===== src/core/fsr_pkg.sv =====
// Package of constants for the flash status flag block
package fsr_pkg;

  // ****************************************
  // Command and layout
  // ****************************************
  localparam logic [7:0] OPC_STATUS_READ = 8'hd7;
  localparam int BYTE_BITS = 8;
  localparam logic [2:0] BIT_CNT_LAST = 3'h7;
  localparam logic [2:0] BIT_CNT_RST = 3'h0;

  // First byte field positions
  localparam int B1_IDLE = 7;
  localparam int B1_DIFFER = 6;
  localparam int B1_DENS_HI = 5;
  localparam int B1_DENS_LO = 2;
  localparam int B1_GUARD = 1;
  localparam int B1_BLOCK_LEN = 0;

  // Second byte field positions
  localparam int B2_IDLE = 7;
  localparam int B2_UNUSED_HI = 6;
  localparam int B2_FAULT = 5;
  localparam int B2_UNUSED_LO = 4;
  localparam int B2_LOCKDOWN = 3;
  localparam int B2_SECOND_SUSP = 2;
  localparam int B2_FIRST_SUSP = 1;
  localparam int B2_ERASE_HOLD = 0;

  // ****************************************
  // Values after reset
  // ****************************************
  localparam logic RST_FAULT = 1'b0;
  localparam logic RST_DIFFER = 1'b0;
  localparam logic RST_SUSP = 1'b0;
  localparam logic RST_SO = 1'b0;
  localparam logic RST_PIN_HI = 1'b1;
  localparam logic RST_PIN_LO = 1'b0;
  localparam logic [2:0] RST_SYNC_HI = 3'h7;
  localparam logic [2:0] RST_SYNC_LO = 3'h0;
  localparam logic [7:0] RST_BYTE = 8'h00;

  // ****************************************
  // Link state machine
  // ****************************************
  typedef enum logic [3:0] {
    FSR_IDLE = 4'b0001,
    FSR_OPCODE = 4'b0010,
    FSR_STATUS = 4'b0100,
    FSR_IGNORE = 4'b1000
  } fsr_state_t;

endpackage


===== src/core/fsr_status.sv =====
// Status flag bank of the serial flash with its status-read link
`timescale 1ns/100ps

// Function
// (RL1) Second byte bit 7 shows device idle
// (RL2) Second byte bits 6 and 4 read zero
// (RL3) Second byte bit 5 shows erase/program fault
// (RL4) Fault set when a byte fails
// (RL5) Aborted erase or program never sets fault
// (RL6) Fault updated after every erase or program
// (RL7) Second byte bit 3 shows lockdown permitted
// (RL8) Bit 2 second buffer suspend, blocks writes
// (RL9) Bit 1 first buffer suspend, blocks writes
// (RL10) Bit 0 set while any erase suspended
// (RL11) All second byte flags read only
// (RL12) Host polls status until idle rises
// (RL13) Differ flag holds last compare result
// (RL14) Fixed four-bit family density code
// (RL15) Density code separate from identification density
// (RL16) Guard flag shows software or hardware protection
// (RL17) Block length flag shows page size configuration
// (RL18) Opcode D7h streams byte one, two, repeating
// (RL19) First byte: idle, differ, density, guard, length
// (RL20) Block length reads one for 512 bytes
// (RL21) Chip select release ends read, floats output
// (RL22) Resume clears suspend flags; reset clears all
module fsr_status #(
  // Arbitrary value, stands in for the family code
  parameter logic [3:0] DENSITY_CODE = 4'h5,
  // Arbitrary value, density field of the identification read
  parameter logic [4:0] ID_DENSITY = 5'h06
) (
  input wire logic clk_i,
  input wire logic rst_i,
  input wire logic ce_i,
  input wire logic spi_sck_i,
  input wire logic spi_cs_n_i,
  input wire logic spi_si_i,
  output logic spi_so_o,
  output logic spi_so_oe_o,
  input wire logic protect_pin_n_i,
  input wire logic busy_i,
  input wire logic op_done_i,
  input wire logic op_fault_i,
  input wire logic op_abort_i,
  input wire logic cmp_done_i,
  input wire logic cmp_differ_i,
  input wire logic protect_sw_i,
  input wire logic page_512_i,
  input wire logic lockdown_permitted_i,
  input wire logic prog_suspend_i,
  input wire logic prog_suspend_buf2_i,
  input wire logic prog_resume_i,
  input wire logic prog_resume_buf2_i,
  input wire logic erase_suspend_i,
  input wire logic erase_resume_i,
  input wire logic buf1_wr_req_i,
  input wire logic buf2_wr_req_i,
  output logic buf1_wr_grant_o,
  output logic buf2_wr_grant_o,
  output logic [4:0] id_density_o
);
  import fsr_pkg::*;

  // ****************************************
  // Helpers
  // ****************************************
  // A pin change counts once the last two stages agree
  function automatic logic agree(input logic lvl, input logic [2:0] s);
    agree = (s[1] == s[2]) ? s[2] : lvl;
  endfunction

  // ****************************************
  // Pin synchronisers
  // ****************************************
  logic [2:0] sck_sync_ff;
  logic [2:0] cs_sync_ff;
  logic [2:0] si_sync_ff;
  logic [2:0] prot_sync_ff;
  logic sck_ff;
  logic cs_n_ff;
  logic si_ff;
  logic prot_n_ff;
  logic nxt_sck;
  logic nxt_cs_n;
  logic sck_rise;
  logic sck_fall;
  logic cs_active;

  // Stage one only feeds stage two
  always_ff @(posedge clk_i) begin
    if (rst_i) begin
      sck_sync_ff <= RST_SYNC_LO;
      cs_sync_ff <= RST_SYNC_HI;
      si_sync_ff <= RST_SYNC_LO;
      prot_sync_ff <= RST_SYNC_HI;
    end else if (ce_i) begin
      sck_sync_ff <= {sck_sync_ff[1:0], spi_sck_i};
      cs_sync_ff <= {cs_sync_ff[1:0], spi_cs_n_i};
      si_sync_ff <= {si_sync_ff[1:0], spi_si_i};
      prot_sync_ff <= {prot_sync_ff[1:0], protect_pin_n_i};
    end
  end

  assign nxt_sck = agree(sck_ff, sck_sync_ff);
  assign nxt_cs_n = agree(cs_n_ff, cs_sync_ff);

  always_ff @(posedge clk_i) begin
    if (rst_i) begin
      sck_ff <= RST_PIN_LO;
      cs_n_ff <= RST_PIN_HI;
      si_ff <= RST_PIN_LO;
      prot_n_ff <= RST_PIN_HI;
    end else if (ce_i) begin
      sck_ff <= nxt_sck;
      cs_n_ff <= nxt_cs_n;
      si_ff <= agree(si_ff, si_sync_ff);
      prot_n_ff <= agree(prot_n_ff, prot_sync_ff);
    end
  end

  // Edges only count inside a frame
  assign cs_active = ~cs_n_ff & ~nxt_cs_n;
  assign sck_rise = ce_i & cs_active & nxt_sck & ~sck_ff;
  assign sck_fall = ce_i & cs_active & ~nxt_sck & sck_ff;

  // ****************************************
  // Flag storage
  // ****************************************
  logic fault_ff;
  logic differ_ff;
  logic first_susp_ff;
  logic second_susp_ff;
  logic erase_hold_ff;
  logic first_susp_set;
  logic second_susp_set;

  // Aborted operations write a clean result, never a fault
  always_ff @(posedge clk_i) begin
    if (rst_i) begin
      fault_ff <= RST_FAULT;
    end else if (ce_i && op_done_i) begin
      fault_ff <= op_fault_i & ~op_abort_i; // see RL4 see RL5 see RL6
    end
  end

  always_ff @(posedge clk_i) begin
    if (rst_i) begin
      differ_ff <= RST_DIFFER;
    end else if (ce_i && cmp_done_i) begin
      differ_ff <= cmp_differ_i; // see RL13
    end
  end

  assign first_susp_set = prog_suspend_i & ~prog_suspend_buf2_i;
  assign second_susp_set = prog_suspend_i & prog_suspend_buf2_i;

  // Set wins over a resume in the same cycle
  always_ff @(posedge clk_i) begin
    if (rst_i) begin
      first_susp_ff <= RST_SUSP; // see RL22
    end else if (ce_i) begin
      if (first_susp_set) begin
        first_susp_ff <= 1'b1; // see RL9
      end else if (prog_resume_i && !prog_resume_buf2_i) begin
        first_susp_ff <= 1'b0; // see RL22
      end
    end
  end

  always_ff @(posedge clk_i) begin
    if (rst_i) begin
      second_susp_ff <= RST_SUSP; // see RL22
    end else if (ce_i) begin
      if (second_susp_set) begin
        second_susp_ff <= 1'b1; // see RL8
      end else if (prog_resume_i && prog_resume_buf2_i) begin
        second_susp_ff <= 1'b0; // see RL22
      end
    end
  end

  always_ff @(posedge clk_i) begin
    if (rst_i) begin
      erase_hold_ff <= RST_SUSP; // see RL22
    end else if (ce_i) begin
      if (erase_suspend_i) begin
        erase_hold_ff <= 1'b1; // see RL10
      end else if (erase_resume_i) begin
        erase_hold_ff <= 1'b0; // see RL10
      end
    end
  end

  // Writes into a suspended buffer are dropped
  assign buf1_wr_grant_o = buf1_wr_req_i & ~first_susp_ff; // see RL9
  assign buf2_wr_grant_o = buf2_wr_req_i & ~second_susp_ff; // see RL8

  // Kept apart from the status density code
  assign id_density_o = ID_DENSITY; // see RL15

  // ****************************************
  // Status bytes
  // ****************************************
  logic [7:0] status_first_byte;
  logic [7:0] status_second_byte;

  always_comb begin
    status_first_byte = RST_BYTE;
    status_first_byte[B1_IDLE] = ~busy_i; // see RL1 see RL19
    status_first_byte[B1_DIFFER] = differ_ff; // see RL19
    status_first_byte[B1_DENS_HI:B1_DENS_LO] = DENSITY_CODE; // see RL14
    // Pin is active low, either source enables protection
    status_first_byte[B1_GUARD] = protect_sw_i | ~prot_n_ff; // see RL16
    status_first_byte[B1_BLOCK_LEN] = page_512_i; // see RL17 see RL20
  end

  // No write path exists, so host traffic cannot alter these
  always_comb begin
    status_second_byte = RST_BYTE; // see RL11
    status_second_byte[B2_IDLE] = ~busy_i; // see RL1
    status_second_byte[B2_UNUSED_HI] = 1'b0; // see RL2
    status_second_byte[B2_FAULT] = fault_ff; // see RL3
    status_second_byte[B2_UNUSED_LO] = 1'b0; // see RL2
    status_second_byte[B2_LOCKDOWN] = lockdown_permitted_i; // see RL7
    status_second_byte[B2_SECOND_SUSP] = second_susp_ff; // see RL8
    status_second_byte[B2_FIRST_SUSP] = first_susp_ff; // see RL9
    status_second_byte[B2_ERASE_HOLD] = erase_hold_ff; // see RL10
  end

  // ****************************************
  // Link state machine
  // ****************************************
  fsr_state_t state_ff;
  logic [2:0] bit_cnt_ff;
  logic [7:0] in_sr_ff;
  logic [7:0] out_sr_ff;
  logic byte_sel_ff;
  logic [7:0] opcode_word;

  assign opcode_word = {in_sr_ff[6:0], si_ff};

  always_ff @(posedge clk_i) begin
    if (rst_i) begin
      state_ff <= FSR_IDLE;
    end else if (ce_i) begin
      if (!cs_active) begin
        state_ff <= FSR_IDLE; // see RL21
      end else begin
        case (state_ff)
          FSR_IDLE: begin
            state_ff <= FSR_OPCODE;
          end
          FSR_OPCODE: begin
            if (sck_rise && bit_cnt_ff == BIT_CNT_LAST) begin
              // Other opcodes belong to other blocks
              if (opcode_word == OPC_STATUS_READ) begin
                state_ff <= FSR_STATUS; // see RL18
              end else begin
                state_ff <= FSR_IGNORE;
              end
            end
          end
          FSR_STATUS: begin
            state_ff <= FSR_STATUS;
          end
          FSR_IGNORE: begin
            state_ff <= FSR_IGNORE;
          end
          default: begin
            state_ff <= FSR_IDLE;
          end
        endcase
      end
    end
  end

  // Opcode sampled on rising edges
  always_ff @(posedge clk_i) begin
    if (rst_i) begin
      in_sr_ff <= RST_BYTE;
    end else if (ce_i && state_ff == FSR_OPCODE && sck_rise) begin
      in_sr_ff <= opcode_word;
    end
  end

  // One counter serves opcode in and status out
  always_ff @(posedge clk_i) begin
    if (rst_i) begin
      bit_cnt_ff <= BIT_CNT_RST;
    end else if (ce_i) begin
      if (!cs_active || state_ff == FSR_IDLE) begin
        bit_cnt_ff <= BIT_CNT_RST; // see RL21
      end else if (state_ff == FSR_OPCODE && sck_rise) begin
        bit_cnt_ff <= bit_cnt_ff + 3'h1;
      end else if (state_ff == FSR_STATUS && sck_fall) begin
        bit_cnt_ff <= bit_cnt_ff + 3'h1;
      end
    end
  end

  // Byte one first, then alternate for as long as clocks come
  always_ff @(posedge clk_i) begin
    if (rst_i) begin
      byte_sel_ff <= 1'b0;
    end else if (ce_i) begin
      if (state_ff != FSR_STATUS) begin
        byte_sel_ff <= 1'b0;
      end else if (sck_fall && bit_cnt_ff == BIT_CNT_LAST) begin
        byte_sel_ff <= ~byte_sel_ff; // see RL18
      end
    end
  end

  // Fresh snapshot at each byte start, so idle tracks every byte
  always_ff @(posedge clk_i) begin
    if (rst_i) begin
      out_sr_ff <= RST_BYTE;
      spi_so_o <= RST_SO;
    end else if (ce_i && state_ff == FSR_STATUS && sck_fall) begin
      if (bit_cnt_ff == BIT_CNT_RST) begin
        if (byte_sel_ff) begin
          spi_so_o <= status_second_byte[BYTE_BITS-1]; // see RL18
          out_sr_ff <= {status_second_byte[6:0], 1'b0};
        end else begin
          spi_so_o <= status_first_byte[BYTE_BITS-1]; // see RL18
          out_sr_ff <= {status_first_byte[6:0], 1'b0};
        end
      end else begin
        spi_so_o <= out_sr_ff[BYTE_BITS-1];
        out_sr_ff <= {out_sr_ff[6:0], 1'b0};
      end
    end
  end

  // Drive starts with the first data bit, stops on deselect
  always_ff @(posedge clk_i) begin
    if (rst_i) begin
      spi_so_oe_o <= 1'b0;
    end else if (ce_i) begin
      if (!cs_active || state_ff != FSR_STATUS) begin
        spi_so_oe_o <= 1'b0; // see RL21
      end else if (sck_fall) begin
        spi_so_oe_o <= 1'b1;
      end
    end
  end

endmodule // fsr_status


===== config.mk =====
export PLATFORM = sky130hd
export DESIGN_NAME = fsr_status
export DESIGN_NICKNAME = d
export VERILOG_FILES = /design/src/core/fsr_pkg.sv /design/src/core/fsr_status.sv
export SDC_FILE = /design/constraint.sdc
export NUM_CORES = 1
export LEC_CHECK = 0
export BUFFER_PORTS_ARGS = -buffer_cell sky130_fd_sc_hd__buf_2
export CAP_MARGIN = 5
export CORE_ASPECT_RATIO = 0.7
export CORE_MARGIN = 1.5
export CORE_UTILIZATION = 60
export CTS_CLUSTER_DIAMETER = 80
export CTS_CLUSTER_SIZE = 16
export DETAILED_ROUTE_END_ITERATION = 8
export HOLD_SLACK_MARGIN = 0.05
export PLACE_DENSITY = 0.84
export RECOVER_POWER = 100
export SLEW_MARGIN = 20
export SYNTH_ARGS = -nofsm -noshare
export SYNTH_HDL_FRONTEND = slang
export SYNTH_SLANG_ARGS = --single-unit

===== constraint.sdc =====
create_clock -name clk_i -period 3.08 [get_ports clk_i]
set_input_delay 0.616 -clock clk_i [delete_from_list [all_inputs] [get_ports clk_i]]
set_output_delay 0.616 -clock clk_i [all_outputs]
set_load 0.01 [all_outputs]

==> impl_metrics.json <==
{
  "ir_drop_uv": 343.4,
  "worst-r2r-setup-slack_ps": 1040,
  "gp_congestion": 0.8446,
  "root_buffer": "clkbuf_8",
  "ant_nets": 0,
  "core_sq_um": 3233,
  "via_count": 1669,
  "viasPerCell": 5.639,
  "grt_pass1_vias": 1403,
  "n_antenna_cell": 0,
  "io_buffers": 27,
  "dp_slack_ps": 1165,
  "cts_made_buffers": 5,
  "seq_area_frac_synth": 0.4314,
  "antenna_found_initial": 0,
  "synth_top_area_frac": 0.4314,
  "die-width_um": 73.51,
  "reg2reg_to": "bit_cnt_ff[0]",
  "fmax_mhz": 424.6,
  "clockBufferDepth": 2,
  "grt_overflow": 0,
  "clk_pin_slew_ps": 80,
  "worstSetupEndpoint": "bit_cnt_ff[0]",
  "worst-r2r-cell-count": 4,
  "fin_worst_skew_ps": 9.949,
  "r2r_start": "sck_sync_ff[1]",
  "io_pins": 33,
  "cts_htree_levels": 2,
  "post-route-period-util": 0.7647,
  "tritoncts": "built",
  "fin_crit_ps": 2355,
  "critPathCaptureType": "register",
  "worst-path-max-fanout": 43,
  "status": "complete, but fails checks",
  "fin_ws_ps": 724.8,
  "hold_viol_final": 0,
  "cp-startpoint": "rst_i",
  "crit_arrival_ps": 2550,
  "cts.sinks": 45,
  "drc": 0,
  "static-leakage-power_nw": 0.9702,
  "violations": "capacitance limit, slew limit",
  "setup_viol": 0,
  "holdBufCountCts": 0,
  "gr-usage-all-layers": 0.2201,
  "drtIter0Drc": 140,
  "dp.cells": 288,
  "areaGrowthSynthToFinish_pct": 8.987,
  "syn_avg_cell_area_sq_um": 9.040,
  "synthCells": 231,
  "synth-edff-count": 0,
  "routed_wl_um": 3852,
  "synth_area_sq_um": 2088,
  "die_h_um": 52.36,
  "hold_depth": 2,
  "rsz0062_at_grt": "false",
  "cts_setup_buffers": 0,
  "setup_tns_ps": 0,
  "post_drt_wl_per_cell_um": 13.01,
  "dp_hpwl_um": 2683,
  "whs_ps": 455.6,
  "synth.area.top_cells": "dfxtp_1, mux2i_1, a21oi_1",
  "initial_core_util": 0.6459,
  "drive_above_1_share": 0.1486,
  "synth_area_leader_cell": "dfxtp_1",
  "synth-seq-cells": 45,
  "start_kind": "primary input",
  "ys.flop_type": "dfxtp_1",
  "max_slew_margin": -0.1767,
  "dieArea_sq_um": 3849,
  "critPathKind": "in2reg",
  "clk_latency_ps": 300,
  "nFillCells": 284,
  "grt_max_degree": 44,
  "hold_class": "reg2reg",
  "drt-pass1-iter-count": 4,
  "fin_cells": 296,
  "grt_pass1_wl_um": 6375,
  "cts.repair.resized": 0,
  "mostFrequentLayoutCell": "dfxtp_1",
  "synthArstFlopShare": 0,
  "worst_pin_slew_ps": 1765,
  "p_per_area_nw_per_um2": 460.9,
  "nets": 275,
  "synthesis.yosys.warnings": 0,
  "layout_common_cells": "dfxtp_1, a21oi_1, buf_2",
  "rows": 17,
  "cp_data_required_time_ps": 3270,
  "synth_cell_types": 46,
  "maxCapViolCount": 1,
  "slew_viol_final": 44
}
==> power by group <==
| part | internal, mW | leakage [nW] | switching, mW |
|---|---|---|---|
| Combinational | 0.0292 | 0.554 | 0.0368 |
| Sequential | 0.593 | 0.365 | 0.00915 |
| Clock | 0.182 | 0.0512 | 0.199 |
| Total | 0.804 | 0.970 | 0.245 |
==> cells in the mapped netlist, types with 2 or more instances <==
cell type	n
o211ai_1	3
o21ai_0	6
nor3_1	3
mux2i_1	13
a211oi_1	4
a22oi_1	2
nand3_1	5
a311oi_1	2
inv_1	7
mux2_2	2
o21bai_1	2
a22o_1	5
a21oi_1	21
conb_1	2
a211o_1	6
xor2_1	2
nor4b_2	3
buf_4	5
a21o_1	3
nand2b_1	4
nor4_1	2
buf_1	4
nor2_1	21
dfxtp_1	45
nand3b_1	3
nand2_1	17
ha_1	3
nand4_1	3
clkbuf_1	6
nor2b_1	7
buf_2	4
nor3b_1	2
==> stage by stage <==
step / instance area, sq um / util / power, mW
final: 2276 / 0.7039 / 1.049
after global routing: 2276 / 0.7039 / 1.087
after CTS: 2286 / 0.7070 / 1.056
after detailed placement: 2190 / 0.6772 / 0.6825
after global placement: 2190 / 0.6772 / 0.6801
after floorplan: 2100 / - / 0.6629
==> cell type report <==
| class | instances | area, sq um | area share |
|---|---|---|---|
| clock buffers | 6 | 82.58 | 0.03628 |
| clock inverters | 2 | 13.76 | 0.006047 |
| inverters | 7 | 26.28 | 0.01154 |
| multi-input cells | 161 | 1057 | 0.4645 |
| flip-flops and latches | 45 | 900.9 | 0.3958 |
| well taps | 47 | 58.81 | 0.02584 |
| repair buffers | 28 | 136.4 | 0.05992 |
==> logic make-up after synthesis <==
kind of cell | synth area share
simple gates | 0.2139
buf+inv | 0.06591
flops | 0.4314
fa+ha+maj | 0.01798
compound gates | 0.1857
mux | 0.07309
xor+xnor | 0.008390
other cells | 0.003596
==> worst max-delay path: stages <==
cell and delay (ps):
clkbuf_1 1250, nor4_1 280, mux2_1 400
==> sequential cells by signal, indices dropped and copies added, names as in the netlist, 3 cells and up <==
signal,cells
state_ff,4
cs_sync_ff,3
bit_cnt_ff,3
prot_sync_ff,3
in_sr_ff,7
si_sync_ff,3
out_sr_ff,7
sck_sync_ff,3
==> worst min-delay path by stage <==
stage	from	slack, ps	endpoint
5_1_grt	out_sr_ff[3]	480	out_sr_ff[3]
6_report	spi_so_o	460	spi_so_o
2_1_floorplan	cs_sync_ff[0]	430	cs_sync_ff[1]
4_1_cts	spi_so_o	460	spi_so_o
3_3_place_gp	spi_so_o	440	spi_so_o
3_5_place_dp	spi_so_o	450	spi_so_o
==> metal layers <==
metal,vias up,GRT usage,wire length (um)
met5,-,0,0
met4,0,0.1049,34
met1,762,0.3114,1932
met2,52,0.3123,1645
met3,4,0.05385,238
li1,851,-,-
Power figures use the tool's default switching activity.
